### config.mk
export PLATFORM = sky130hd
export DESIGN_NAME = bscc_top
export DESIGN_NICKNAME = d
export VERILOG_FILES = /design/src/common/bscc_pkg.sv /design/src/rtl/bscc_top.sv /design/src/rtl/bscc_ratio_div.sv
export VERILOG_INCLUDE_DIRS = /design/src /design/src/common
export SDC_FILE = /design/constraint.sdc
export NUM_CORES = 1
export LEC_CHECK = 0
export ABC_AREA = 1
export BUFFER_PORTS_ARGS = -buffer_cell sky130_fd_sc_hd__buf_2
export CORE_UTILIZATION = 52
export DETAILED_ROUTE_END_ITERATION = 8
export HOLD_SLACK_MARGIN = 0.02
export PLACE_DENSITY = 0.81
export SLEW_MARGIN = 40
export SYNTH_ARGS = -nofsm -noshare
export SYNTH_HDL_FRONTEND = slang
export SYNTH_SLANG_ARGS = --single-unit
### constraint.sdc
create_clock -name pclk -period 2.6 [get_ports pclk]
set_input_delay 0.39 -clock pclk [delete_from_list [all_inputs] [get_ports pclk]]
set_output_delay 0.39 -clock pclk [all_outputs]
set_load 0.03 [all_outputs]
### src/common/bscc_params.svh
// Constants of the boot strap and clock ratio block.
// Included by the package and by every design file that needs an offset.
`ifndef BSCC_PARAMS_SVH
`define BSCC_PARAMS_SVH

// Register map, byte addresses on the APB
`define BSCC_ADDR_W 12
`define BSCC_CTRL_OFS 12'h000
`define BSCC_STAT_OFS 12'h004
`define BSCC_BCNT_OFS 12'h008
`define BSCC_VEC_OFS 12'h00c

// Control register
`define BSCC_CTRL_PDD_BIT 0
`define BSCC_CTRL_RST 1'b0

// Status register fields
`define BSCC_ST_MODE_LSB 0
`define BSCC_ST_RATIO_LSB 4
`define BSCC_ST_VALID_BIT 8
`define BSCC_ST_RRSV_BIT 9
`define BSCC_ST_MASTER_BIT 10
`define BSCC_ST_HGRANT_BIT 11
`define BSCC_ST_TRST_BIT 12
`define BSCC_ST_CLKOE_BIT 13
`define BSCC_ST_ID_LSB 16

// Ratio strap codes and core-to-input clock ratios
`define BSCC_CFG_R2 4'h0
`define BSCC_CFG_R3 4'h1
`define BSCC_CFG_R4 4'h2
`define BSCC_RATIO_2 3'h2
`define BSCC_RATIO_3 3'h3
`define BSCC_RATIO_4 3'h4

// Keeper is enabled when the upper two ID bits match this
`define BSCC_KEEPER_ID 2'h0

// Program address taken after reset
`define BSCC_RESET_VECTOR 32'h0000_0000

`endif

### src/common/bscc_pkg.sv
// Types shared by the boot strap and clock ratio block.
// Assumes bscc_params.svh is on the include path.
`default_nettype none
`include "bscc_params.svh"

package bscc_pkg;

	typedef enum logic [2:0] {
		BSCC_BOOT_NONE,
		BSCC_BOOT_EPROM,
		BSCC_BOOT_HOST,
		BSCC_BOOT_LINK,
		BSCC_BOOT_RSVD
	} bscc_boot_e;

	typedef struct packed {
		logic eprom_boot_sel;
		logic link_boot_sel;
		logic [3:0] core_ratio_cfg;
	} bscc_strap_s;

	typedef struct packed {
		logic o;
		logic oe;
	} bscc_pin_s;

endpackage

`default_nettype wire

### src/rtl/bscc_top.sv
// Boot strap decoder, clock ratio control and bus pin control.
// Assumes pclk is the core clock and straps are steady at reset release.
//
// What this block does
// - EPROM strap alone: drive boot select as chip-select
// - Other modes: boot select is input, decodes host/link
// - All straps low: no boot, run external memory
// - Core clock is 2, 3 or 4 times input
// - External port cycles at the input clock rate
// - Bus clock driven only by master without host grant
// - Bus clock keeper only on ID 00x
// - Master without host grant drives fetch indicator low during external fetch
// - Reset held at power-up; restart at reset vector
// - Link pull-downs switched by pulldown disable bit
//
// The APB register port and the placing of the registers were chosen for this implementation.
`timescale 1ns/1ns
`default_nettype none
`include "bscc_params.svh"

module bscc_top (
	input wire logic pclk,
	input wire logic presetn,
	input wire logic psel,
	input wire logic penable,
	input wire logic pwrite,
	input wire logic [`BSCC_ADDR_W-1:0] paddr,
	input wire logic [31:0] pwdata,
	input wire logic [3:0] pstrb,
	output var logic [31:0] prdata,
	output var logic pready,
	output var logic pslverr,
	input wire bscc_pkg::bscc_strap_s strap_in,
	input wire logic boot_mem_select_i,
	output var bscc_pkg::bscc_pin_s boot_mem_select_drv,
	input wire logic boot_rom_access,
	input wire logic bus_master,
	input wire logic host_grant_n,
	input wire logic [2:0] proc_id,
	input wire logic ext_fetch,
	input wire logic test_reset_n,
	output var bscc_pkg::bscc_pin_s bus_clock_out_drv,
	output var logic bus_clock_keeper_en,
	output var bscc_pkg::bscc_pin_s core_fetch_ind_drv,
	output var logic ext_cycle_en,
	output var logic link_pulldown_en,
	output var logic core_start,
	output var logic [31:0] fetch_vector
);
	import bscc_pkg::*;

	////////////////////////////////////////////////////////////////////////
	// Strap snapshot

	bscc_strap_s strap_r;
	logic bms_strap_r;
	logic strap_valid_r;
	bscc_boot_e mode;
	logic [2:0] ratio;
	logic ratio_rsvd;

	always_ff @(posedge pclk or negedge presetn) begin
		if (!presetn) begin
			strap_r <= '0;
			bms_strap_r <= 1'b0;
			strap_valid_r <= 1'b0;
		end else if (!strap_valid_r) begin
			strap_r <= strap_in;
			bms_strap_r <= boot_mem_select_i;
			strap_valid_r <= 1'b1;
		end
	end

	// Boot mode from the frozen straps
	always_comb begin
		mode = BSCC_BOOT_RSVD;
		if (strap_r.eprom_boot_sel && !strap_r.link_boot_sel) begin
			mode = BSCC_BOOT_EPROM;
		end else if (!strap_r.eprom_boot_sel && bms_strap_r) begin
			mode = strap_r.link_boot_sel ? BSCC_BOOT_LINK : BSCC_BOOT_HOST;
		end else if (!strap_r.eprom_boot_sel && !strap_r.link_boot_sel) begin
			mode = BSCC_BOOT_NONE;
		end
	end

	// Ratio from the frozen straps; unknown codes fall back to the lowest
	always_comb begin
		ratio_rsvd = 1'b0;
		unique case (strap_r.core_ratio_cfg)
			`BSCC_CFG_R2: ratio = `BSCC_RATIO_2;
			`BSCC_CFG_R3: ratio = `BSCC_RATIO_3;
			`BSCC_CFG_R4: ratio = `BSCC_RATIO_4;
			default: begin
				ratio = `BSCC_RATIO_2;
				ratio_rsvd = 1'b1;
			end
		endcase
	end

	////////////////////////////////////////////////////////////////////////
	// Start after reset

	always_ff @(posedge pclk or negedge presetn) begin
		if (!presetn) begin
			core_start <= 1'b0;
			fetch_vector <= `BSCC_RESET_VECTOR;
		end else begin
			core_start <= !strap_valid_r;
			fetch_vector <= `BSCC_RESET_VECTOR;
		end
	end

	////////////////////////////////////////////////////////////////////////
	// Input-clock rate from the core clock

	logic clk_phase;

	bscc_ratio_div u_div (
		.clk(pclk),
		.rst_n(presetn),
		.run(strap_valid_r),
		.ratio(ratio),
		.tick(ext_cycle_en),
		.phase_hi(clk_phase)
	);

	logic [31:0] bcnt_r;

	always_ff @(posedge pclk or negedge presetn) begin
		if (!presetn) begin
			bcnt_r <= 32'h0000_0000;
		end else if (ext_cycle_en) begin
			bcnt_r <= bcnt_r + 32'h0000_0001;
		end
	end

	////////////////////////////////////////////////////////////////////////
	// Pin control

	logic bus_owner;

	assign bus_owner = bus_master && host_grant_n;

	always_ff @(posedge pclk or negedge presetn) begin
		if (!presetn) begin
			boot_mem_select_drv <= '0;
		end else begin
			boot_mem_select_drv.o <= !boot_rom_access;
			boot_mem_select_drv.oe <= strap_valid_r && (mode == BSCC_BOOT_EPROM);
		end
	end

	always_ff @(posedge pclk or negedge presetn) begin
		if (!presetn) begin
			bus_clock_out_drv <= '0;
			bus_clock_keeper_en <= 1'b0;
		end else begin
			bus_clock_out_drv.o <= clk_phase;
			bus_clock_out_drv.oe <= strap_valid_r && bus_owner;
			bus_clock_keeper_en <= (proc_id[2:1] == `BSCC_KEEPER_ID);
		end
	end

	always_ff @(posedge pclk or negedge presetn) begin
		if (!presetn) begin
			core_fetch_ind_drv <= '0;
		end else begin
			core_fetch_ind_drv.o <= !ext_fetch;
			core_fetch_ind_drv.oe <= strap_valid_r && bus_owner;
		end
	end

	// Sticky: the board has pulsed or is holding the test reset
	logic trst_seen_r;

	always_ff @(posedge pclk or negedge presetn) begin
		if (!presetn) begin
			trst_seen_r <= 1'b0;
		end else if (!test_reset_n) begin
			trst_seen_r <= 1'b1;
		end
	end

	////////////////////////////////////////////////////////////////////////
	// APB slave

	logic ctrl_pdd_r;
	logic acc_done;
	logic hit_ctrl;
	logic hit_stat;
	logic hit_bcnt;
	logic hit_vec;
	logic [31:0] stat_word;
	logic [31:0] rd_word;

	assign acc_done = psel && penable && pready;
	assign hit_ctrl = (paddr == `BSCC_CTRL_OFS);
	assign hit_stat = (paddr == `BSCC_STAT_OFS);
	assign hit_bcnt = (paddr == `BSCC_BCNT_OFS);
	assign hit_vec = (paddr == `BSCC_VEC_OFS);

	always_comb begin
		stat_word = 32'h0000_0000;
		stat_word[`BSCC_ST_MODE_LSB +: 3] = mode;
		stat_word[`BSCC_ST_RATIO_LSB +: 3] = ratio;
		stat_word[`BSCC_ST_VALID_BIT] = strap_valid_r;
		stat_word[`BSCC_ST_RRSV_BIT] = ratio_rsvd;
		stat_word[`BSCC_ST_MASTER_BIT] = bus_master;
		stat_word[`BSCC_ST_HGRANT_BIT] = !host_grant_n;
		stat_word[`BSCC_ST_TRST_BIT] = trst_seen_r;
		stat_word[`BSCC_ST_CLKOE_BIT] = bus_clock_out_drv.oe;
		stat_word[`BSCC_ST_ID_LSB +: 3] = proc_id;
	end

	always_comb begin
		rd_word = 32'h0000_0000;
		if (hit_ctrl) begin
			rd_word[`BSCC_CTRL_PDD_BIT] = ctrl_pdd_r;
		end else if (hit_stat) begin
			rd_word = stat_word;
		end else if (hit_bcnt) begin
			rd_word = bcnt_r;
		end else if (hit_vec) begin
			rd_word = fetch_vector;
		end
	end

	// One wait state: pready rises in the second access cycle
	always_ff @(posedge pclk or negedge presetn) begin
		if (!presetn) begin
			pready <= 1'b0;
			pslverr <= 1'b0;
			prdata <= 32'h0000_0000;
		end else begin
			pready <= psel && penable && !pready;
			pslverr <= psel && penable && !pready && !(hit_ctrl || hit_stat || hit_bcnt || hit_vec);
			if (psel && penable && !pready && !pwrite) begin
				prdata <= rd_word;
			end
		end
	end

	always_ff @(posedge pclk or negedge presetn) begin
		if (!presetn) begin
			ctrl_pdd_r <= `BSCC_CTRL_RST;
		end else if (acc_done && pwrite && hit_ctrl && pstrb[0]) begin
			ctrl_pdd_r <= pwdata[`BSCC_CTRL_PDD_BIT];
		end
	end

	always_ff @(posedge pclk or negedge presetn) begin
		if (!presetn) begin
			link_pulldown_en <= !`BSCC_CTRL_RST;
		end else begin
			link_pulldown_en <= !ctrl_pdd_r;
		end
	end
endmodule

`default_nettype wire

### src/rtl/bscc_ratio_div.sv
// Divider making the input-clock rate from the core clock.
// Assumes ratio is held steady while run is high.
`timescale 1ns/1ns
`default_nettype none

module bscc_ratio_div (
	input wire logic clk,
	input wire logic rst_n,
	input wire logic run,
	input wire logic [2:0] ratio,
	output var logic tick,
	output var logic phase_hi
);
	import bscc_pkg::*;

	logic [2:0] cnt_r;
	logic [2:0] cnt_nxt;
	logic [2:0] last;
	logic [2:0] half;

	always_comb begin
		last = ratio - 3'h1;
		half = (ratio + 3'h1) >> 1;
		cnt_nxt = (cnt_r == last) ? 3'h0 : cnt_r + 3'h1;
	end

	always_ff @(posedge clk or negedge rst_n) begin
		if (!rst_n) begin
			cnt_r <= 3'h0;
			tick <= 1'b0;
			phase_hi <= 1'b0;
		end else if (!run) begin
			cnt_r <= 3'h0;
			tick <= 1'b0;
			phase_hi <= 1'b0;
		end else begin
			cnt_r <= cnt_nxt;
			tick <= (cnt_r == last);
			phase_hi <= (cnt_nxt < half);
		end
	end

endmodule

`default_nettype wire

# Yosys cells after proc, flatten, opt, wreduce, memory -nomap -nowiden

Cells that the tools add are included.

Add/subtract/negate cells: 4
Multiply operators: 0
Div/mod/pow operators: 0
$lt $le $gt $ge: 1
Eq/ne operators: 7
Shifts and indexed selects: 0
Mux-type cells: 14
Bitwise operators: 0
Reductions and logical operators: 31

Operator list:

| cell                    | count |
|---|---|
| $mux W32                | 2 |
| $add A32 B1 Y32 const B | 1 |
| $mux W31                | 1 |
| $eq A12 B4 Y1 const B   | 2 |
| $mux W3                 | 5 |
| $logic_and A1 B1 Y1     | 14 |
| $eq A12 B3 Y1 const B   | 1 |
| $logic_not A12 Y1       | 1 |
| $logic_not A1 Y1        | 10 |
| $add A3 B1 Y3 const B   | 2 |
| $pmux W3 S2             | 1 |
| $mux W1                 | 5 |
| $eq A4 B1 Y1 const B    | 1 |
| $eq A4 B2 Y1 const B    | 1 |
| $logic_not A4 Y1        | 1 |
| $eq A3 B1 Y1 const B    | 1 |
| $eq A3 B3 Y1            | 1 |
| $logic_or A1 B1 Y1      | 3 |
| $lt A3 B2 Y1            | 1 |
| $reduce_or A3 Y1        | 1 |
| $sub A3 B1 Y3 const B   | 1 |
| $logic_not A2 Y1        | 1 |

Flip-flop bits (word level): 89
Bits in latches: 0
RAM bits: 0
Memory bits (read-only): 0
Output and inout port bits: 76
Logic and storage cells: 79
Memories: 0

# Depth between registers and ports, before layout

Word-level depth: 7
Gate-level depth with buffers: 16
Mapped depth without buffers: 16

# Hierarchy

Synthesis repeated with hierarchy kept, for this count alone.

Cells, all modules: 615
Area, all modules: 4807.1 µm²

Modules (own cells, without submodules):

| module         | times used | cells an instance | area an instance (µm²) | seq. area each (µm²) |
|---|---|---|---|---|
| bscc_top       | 1          | 573               | 4481.8                 | 2103.3 |
| bscc_ratio_div | 1          | 42                | 325.3                  | 125.1 |

# Worst setup path after synthesis

No wires, ideal clock.

Path kind: flip-flop to flip-flop
From: register strap_r[3] (netlist name)
To: register u_div.phase_hi
Arrival: 2.088 ns
Slack: 0.394 ns
Cell stages (with the launch flop): 16
Buffers on the path: 0
Clock period less this slack: 2.206 ns
Cells stage by stage: dfrtp_1 nor2_1 inv_1 nor3_1 inv_1 ha_1 inv_1 nand2_1 nand2_1 nand2_1 nand3b_1 nand2_1 inv_1 ha_1 a21boi_1 nor2_1

Word-level cells in the longest chain between the ends: 7
Elaborated cells between the ends (all ways): 9
Classes of those cells: add/sub: 2; order compare: 1; eq/ne: 3; mux: 3

RTL lines:

| element                                             | line                 | source |
|---|---|---|
| start: declaration                                  | bscc_top.sv:55       | `bscc_strap_s strap_r;` |
| start signal: assignment                            | bscc_top.sv:68       | `strap_r <= strap_in;` |
| $eq A4 B2 Y1 / $eq A4 B1 Y1 (equally long branches) | bscc_top.sv:89       | `unique case (strap_r.core_ratio_cfg)` |
| $pmux W3 S2 *                                       | bscc_top.sv:89       |  |
| $sub A3 B1 Y3                                       | bscc_ratio_div.sv:22 | `last = ratio - 3'h1;` |
| $eq A3 B3 Y1                                        | bscc_ratio_div.sv:24 | `cnt_nxt = (cnt_r == last) ? 3'h0 : cnt_r + 3'h1;` |
| $mux W3                                             | bscc_ratio_div.sv:24 |  |
| $lt A3 B2 Y1 *                                      | bscc_ratio_div.sv:39 | `phase_hi <= (cnt_nxt < half);` |
| $mux W1 *                                           | bscc_ratio_div.sv:32 | `end else if (!run) begin` |
| end signal: assignment                              | bscc_ratio_div.sv:39 |  |
| end: declaration                                    | bscc_ratio_div.sv:12 | `output var logic phase_hi` |

Every way passes the cells marked *; elsewhere a longest branch is shown, timed or not.
A chain may end at the register's enable or synchronous reset.

# Final worst setup path

Ends and elaborated chain as after synthesis.

==> impl_summary.md <==
Run status
The flow ran to the end, but the final reports show violations. The final reports fail on design-rule violations.

Synthesis
Counting distinct cell types in the post-synthesis netlist gives 32. The summed instance area of the synthesized netlist is 4840 um2. Sequential cells were found to cover a little under half of the synthesized design area. Synthesis produced about 640 cells.

The total number of yosys warnings is 0. Of all flip-flops after synthesis, the portion carrying an async set or reset was 100%. Among all flip-flop cells after synthesis, the most frequent one is dfrtp_1. The count of state elements after synthesis is between 80 and 90. Each instance of the synthesized netlist takes up on average about 7.6 um2. In this run, synthesis inferred 0 flip-flops with an integrated enable.

Worst setup path
The number of buffers and inverters on the critical path is 4. The signal on the critical path passes through nor2_2, inv_1, nor3_2, inv_1, ha_1, inv_1, nand2_1, nand2_1, nand2_1, nand3b_1, nand2_1, inv_1, ha_1, a21boi_1, nor2_1. For the worst setup path, the data required time is between 2000 and 3000 ps. Measured in cells, the most critical reg-to-reg path has a length of 15.

The slowest stage of the critical path belongs to the cell dfrtp_1. The largest driver fanout on the critical path is 4. The kind of cell adding the most delay to the critical path is simple AND/OR/NAND/NOR gates.

STA puts the critical path data arrival time at between 2000 and 3000 ps. The critical path depth is 15. The class of the most critical setup path is flip-flop to flip-flop. The worst setup path is launched from a flip-flop.

The capturing element type of the critical path is a flip-flop. For this run, the slowest stage of the critical path takes 400 ps.

Clock network
After clock tree synthesis, the flow added hold-fix buffers numbering 0. No sink is reached through more buffers than the 2 on the longest clock path. The H-tree depth reported by CTS is 3.

After clock tree synthesis, the clock-pin slew on the worst setup and hold paths is about 80 ps. For the worst-skew pair, the clock arrives at the later sink with an insertion delay of 360 ps. The number of clock buffers added by TritonCTS is 9. The number of gates resized after CTS is 0. The number of buffers inserted by post-CTS setup repair is 0. The clock net in this run drives a total of 89 sinks. TritonCTS built the clock tree. The cell chosen for the clock root is clkbuf_8.

Detailed routing
The routed design has 10300 um of wire. The remaining antenna violation count is 0. After detailed routing, the average wire length per cell comes to between 10 and 15 um. Before antenna repair, the detailed router went through 8 iterations. In this run, the number of DRC markers left after iteration 0 of detailed routing was around 240.

For this run, design rule violations remaining after detail routing come to 10. Using the TritonRoute via totals, the vias-per-cell ratio works out to 4.95. Detailed routing inserted a total of between 4000 and 5000 vias.

Timing
Setup violations remaining at the end of the flow were counted as 0. Hold is met by 26.0 ps. For the pin with the worst max-slew slack, the measured transition is roughly 610 ps. The total negative setup slack is 0 ps. For this run, the top clock speed supported by timing is 424 MHz.

Setup repair after global routing left no endpoint under its margin. The final max-slew violation count was 0. Once routing completed, OpenROAD measured the worst setup slack at 241 ps.

The portion of the clock cycle consumed by the worst path in the final layout is 90.7%. Headroom to the max-slew limit came out at 59.6%. Across the routed clock network, the largest skew measured is 13.1 ps.

The hold violation count in the final report is 0. Counting I/O delays and the setup requirement, the final critical path takes 2360 ps.

Finish
The summed area of non-filler cells in the final layout is 5440 um2. From synthesis to final layout, the design area changed by 12.4%. The fraction of final layout cells with drive strength greater than 1 is between 10% and 20%. The final cell count without fillers is 827.

0 antenna diodes ended up in the layout. Cells fill about three fifths of the core in the end. After the last flow step, the layout net total stands at 789.

GRT
The first-pass GRT wire length is 17800 um. For this run the aggregate overflow at the end of global routing stands at 0. Entering global routing, the biggest net connects 50 pins. The number of antenna violations at the first check in global routing is 0. The via count of the first global-routing pass is 4086. Global routing used 22.8% of the available tracks.

Place
The pre-CTS worst setup slack is 166 ps. Routability-driven placement finished with a final weighted congestion of 0.865. The cell area reported after detailed placement is 5200 um2.

The HPWL after detailed placement is about 7700 um. The number of cells after detailed placement is 811. The count of input and output buffers is between 70 and 80.

Pwr
Summing internal, switching and leakage power gives 2.97 mW. The standby leakage power is 2.87 nW. IR analysis of the VDD net gives a maximum drop of between 0.0002 and 0.0003 V. The power per standard cell area is 545 nW/um2.

Floorplan
The vertical die dimension is 98.5 um. The total I/O pin count is 144. The floorplan step defined a die boundary enclosing 9700 um2. The number of rows in the core area is 34.

After floorplanning, the core was sized to cover 8850 um2. The floorplan step set the die width to 98.5 um. For this configuration, the core starts out at a cell density of a little over half.

Worst hold path
The tightest min-delay check is of the input pin to async pin type.

Run
The max-capacitance violation count is 0.
==> Yosys cell counts, types with 5 or more instances <==
| master | number | area [um2] |
|---|---|---|
| nor2_2 | 5 | 31.3 |
| o21ai_0 | 17 | 85.1 |
| nor2_1 | 65 | 244 |
| xnor2_1 | 5 | 43.8 |
| buf_4 | 35 | 263 |
| ha_1 | 7 | 87.6 |
| nand3_1 | 54 | 270 |
| xor2_1 | 13 | 114 |
| nand4_1 | 5 | 31.3 |
| inv_1 | 57 | 214 |
| o21ai_1 | 13 | 65.1 |
| dfrtp_1 | 88 | 2200 |
| nand2_1 | 232 | 871 |
| buf_2 | 5 | 25.0 |
==> report_power, final <==
| part | internal, mW | switching [mW] | leakage [nW] | total (mW) |
|---|---|---|---|---|
| sequential | 1.44 | 0.0746 | 1.19 | 1.52 |
| combinational | 0.0958 | 0.253 | 1.56 | 0.349 |
| clock | 0.583 | 0.520 | 0.119 | 1.10 |
| total | 2.12 | 0.847 | 2.87 | 2.97 |
==> cells in the final DEF (no fill, tap or decap), types with 2 or more instances in the layout <==
cell type / instances
nand4_2: 3
bufinv_16: 2
nor3_1: 2
inv_1: 57
nand4_1: 5
nor3_2: 2
inv_2: 3
xor2_1: 13
dfrtp_1: 88
o21ai_1: 13
nor2_4: 3
nand2_1: 232
nor2_1: 64
clkbuf_8: 10
o21ai_0: 17
buf_4: 7
nor2_2: 6
buf_2: 76
xnor2_1: 5
nand3_2: 4
ha_1: 7
nand3_1: 54
inv_6: 2
conb_1: 33
==> cells by family (layout without fill, tap and decap cells) <==
family | Yosys count | after routing | share of synthesized area [%]
AO/OA/AOI/OAI | 34 | 34 | 3.83
other | 2 | 33 | 0.155
flip-flops | 89 | 89 | 46.0
AND/OR/NAND/NOR | 379 | 379 | 33.5
buffers and inverters | 106 | 159 | 11.4
adder cells (fa/ha/maj) | 7 | 7 | 1.81
XOR/XNOR | 18 | 18 | 3.26
==> worst paths after layout <==
check | from | slack [ps] | end
min in group pclk | ext_fetch | 160 | core_fetch_ind_drv[1]
worst min register to register | u_div.phase_hi | 370 | bus_clock_out_drv[1]
max in group asynchronous | presetn | 1830 | link_pulldown_en
worst max-delay path | strap_r[3] | 240 | u_div.phase_hi
worst min-delay path | presetn | 30 | bus_clock_out_drv[1]
worst max register to register | strap_r[3] | 240 | u_div.phase_hi
==> registers in the layout, indices dropped and copies added (netlist names), 2 cells and up <==
register	cells
core_fetch_ind_drv	2
strap_r	6
bcnt_r	32
u_div.cnt_r	3
prdata	32
boot_mem_select_drv	2
==> per-layer routing <==
metal | GRT usage, % | wire length (um) | vias to the layer above
li1 | - | - | 2061
met2 | 40.0 | 5200 | 121
met3 | 3.83 | 504 | 13
met5 | 0 | 0 | -
met1 | 28.8 | 4480 | 1901
met4 | 7.35 | 138 | 0
==> cell type report <==
cell class              instances  area (um2)
fillers                       761        3410
well taps                     108         135
inverters                      60         225
clock buffers                  10         138
clock inverters                 6        97.6
multi-input cells             471        2190
flip-flops and latches         89        2230
repair buffers                 83         433
Power figures use the tool's default switching activity.
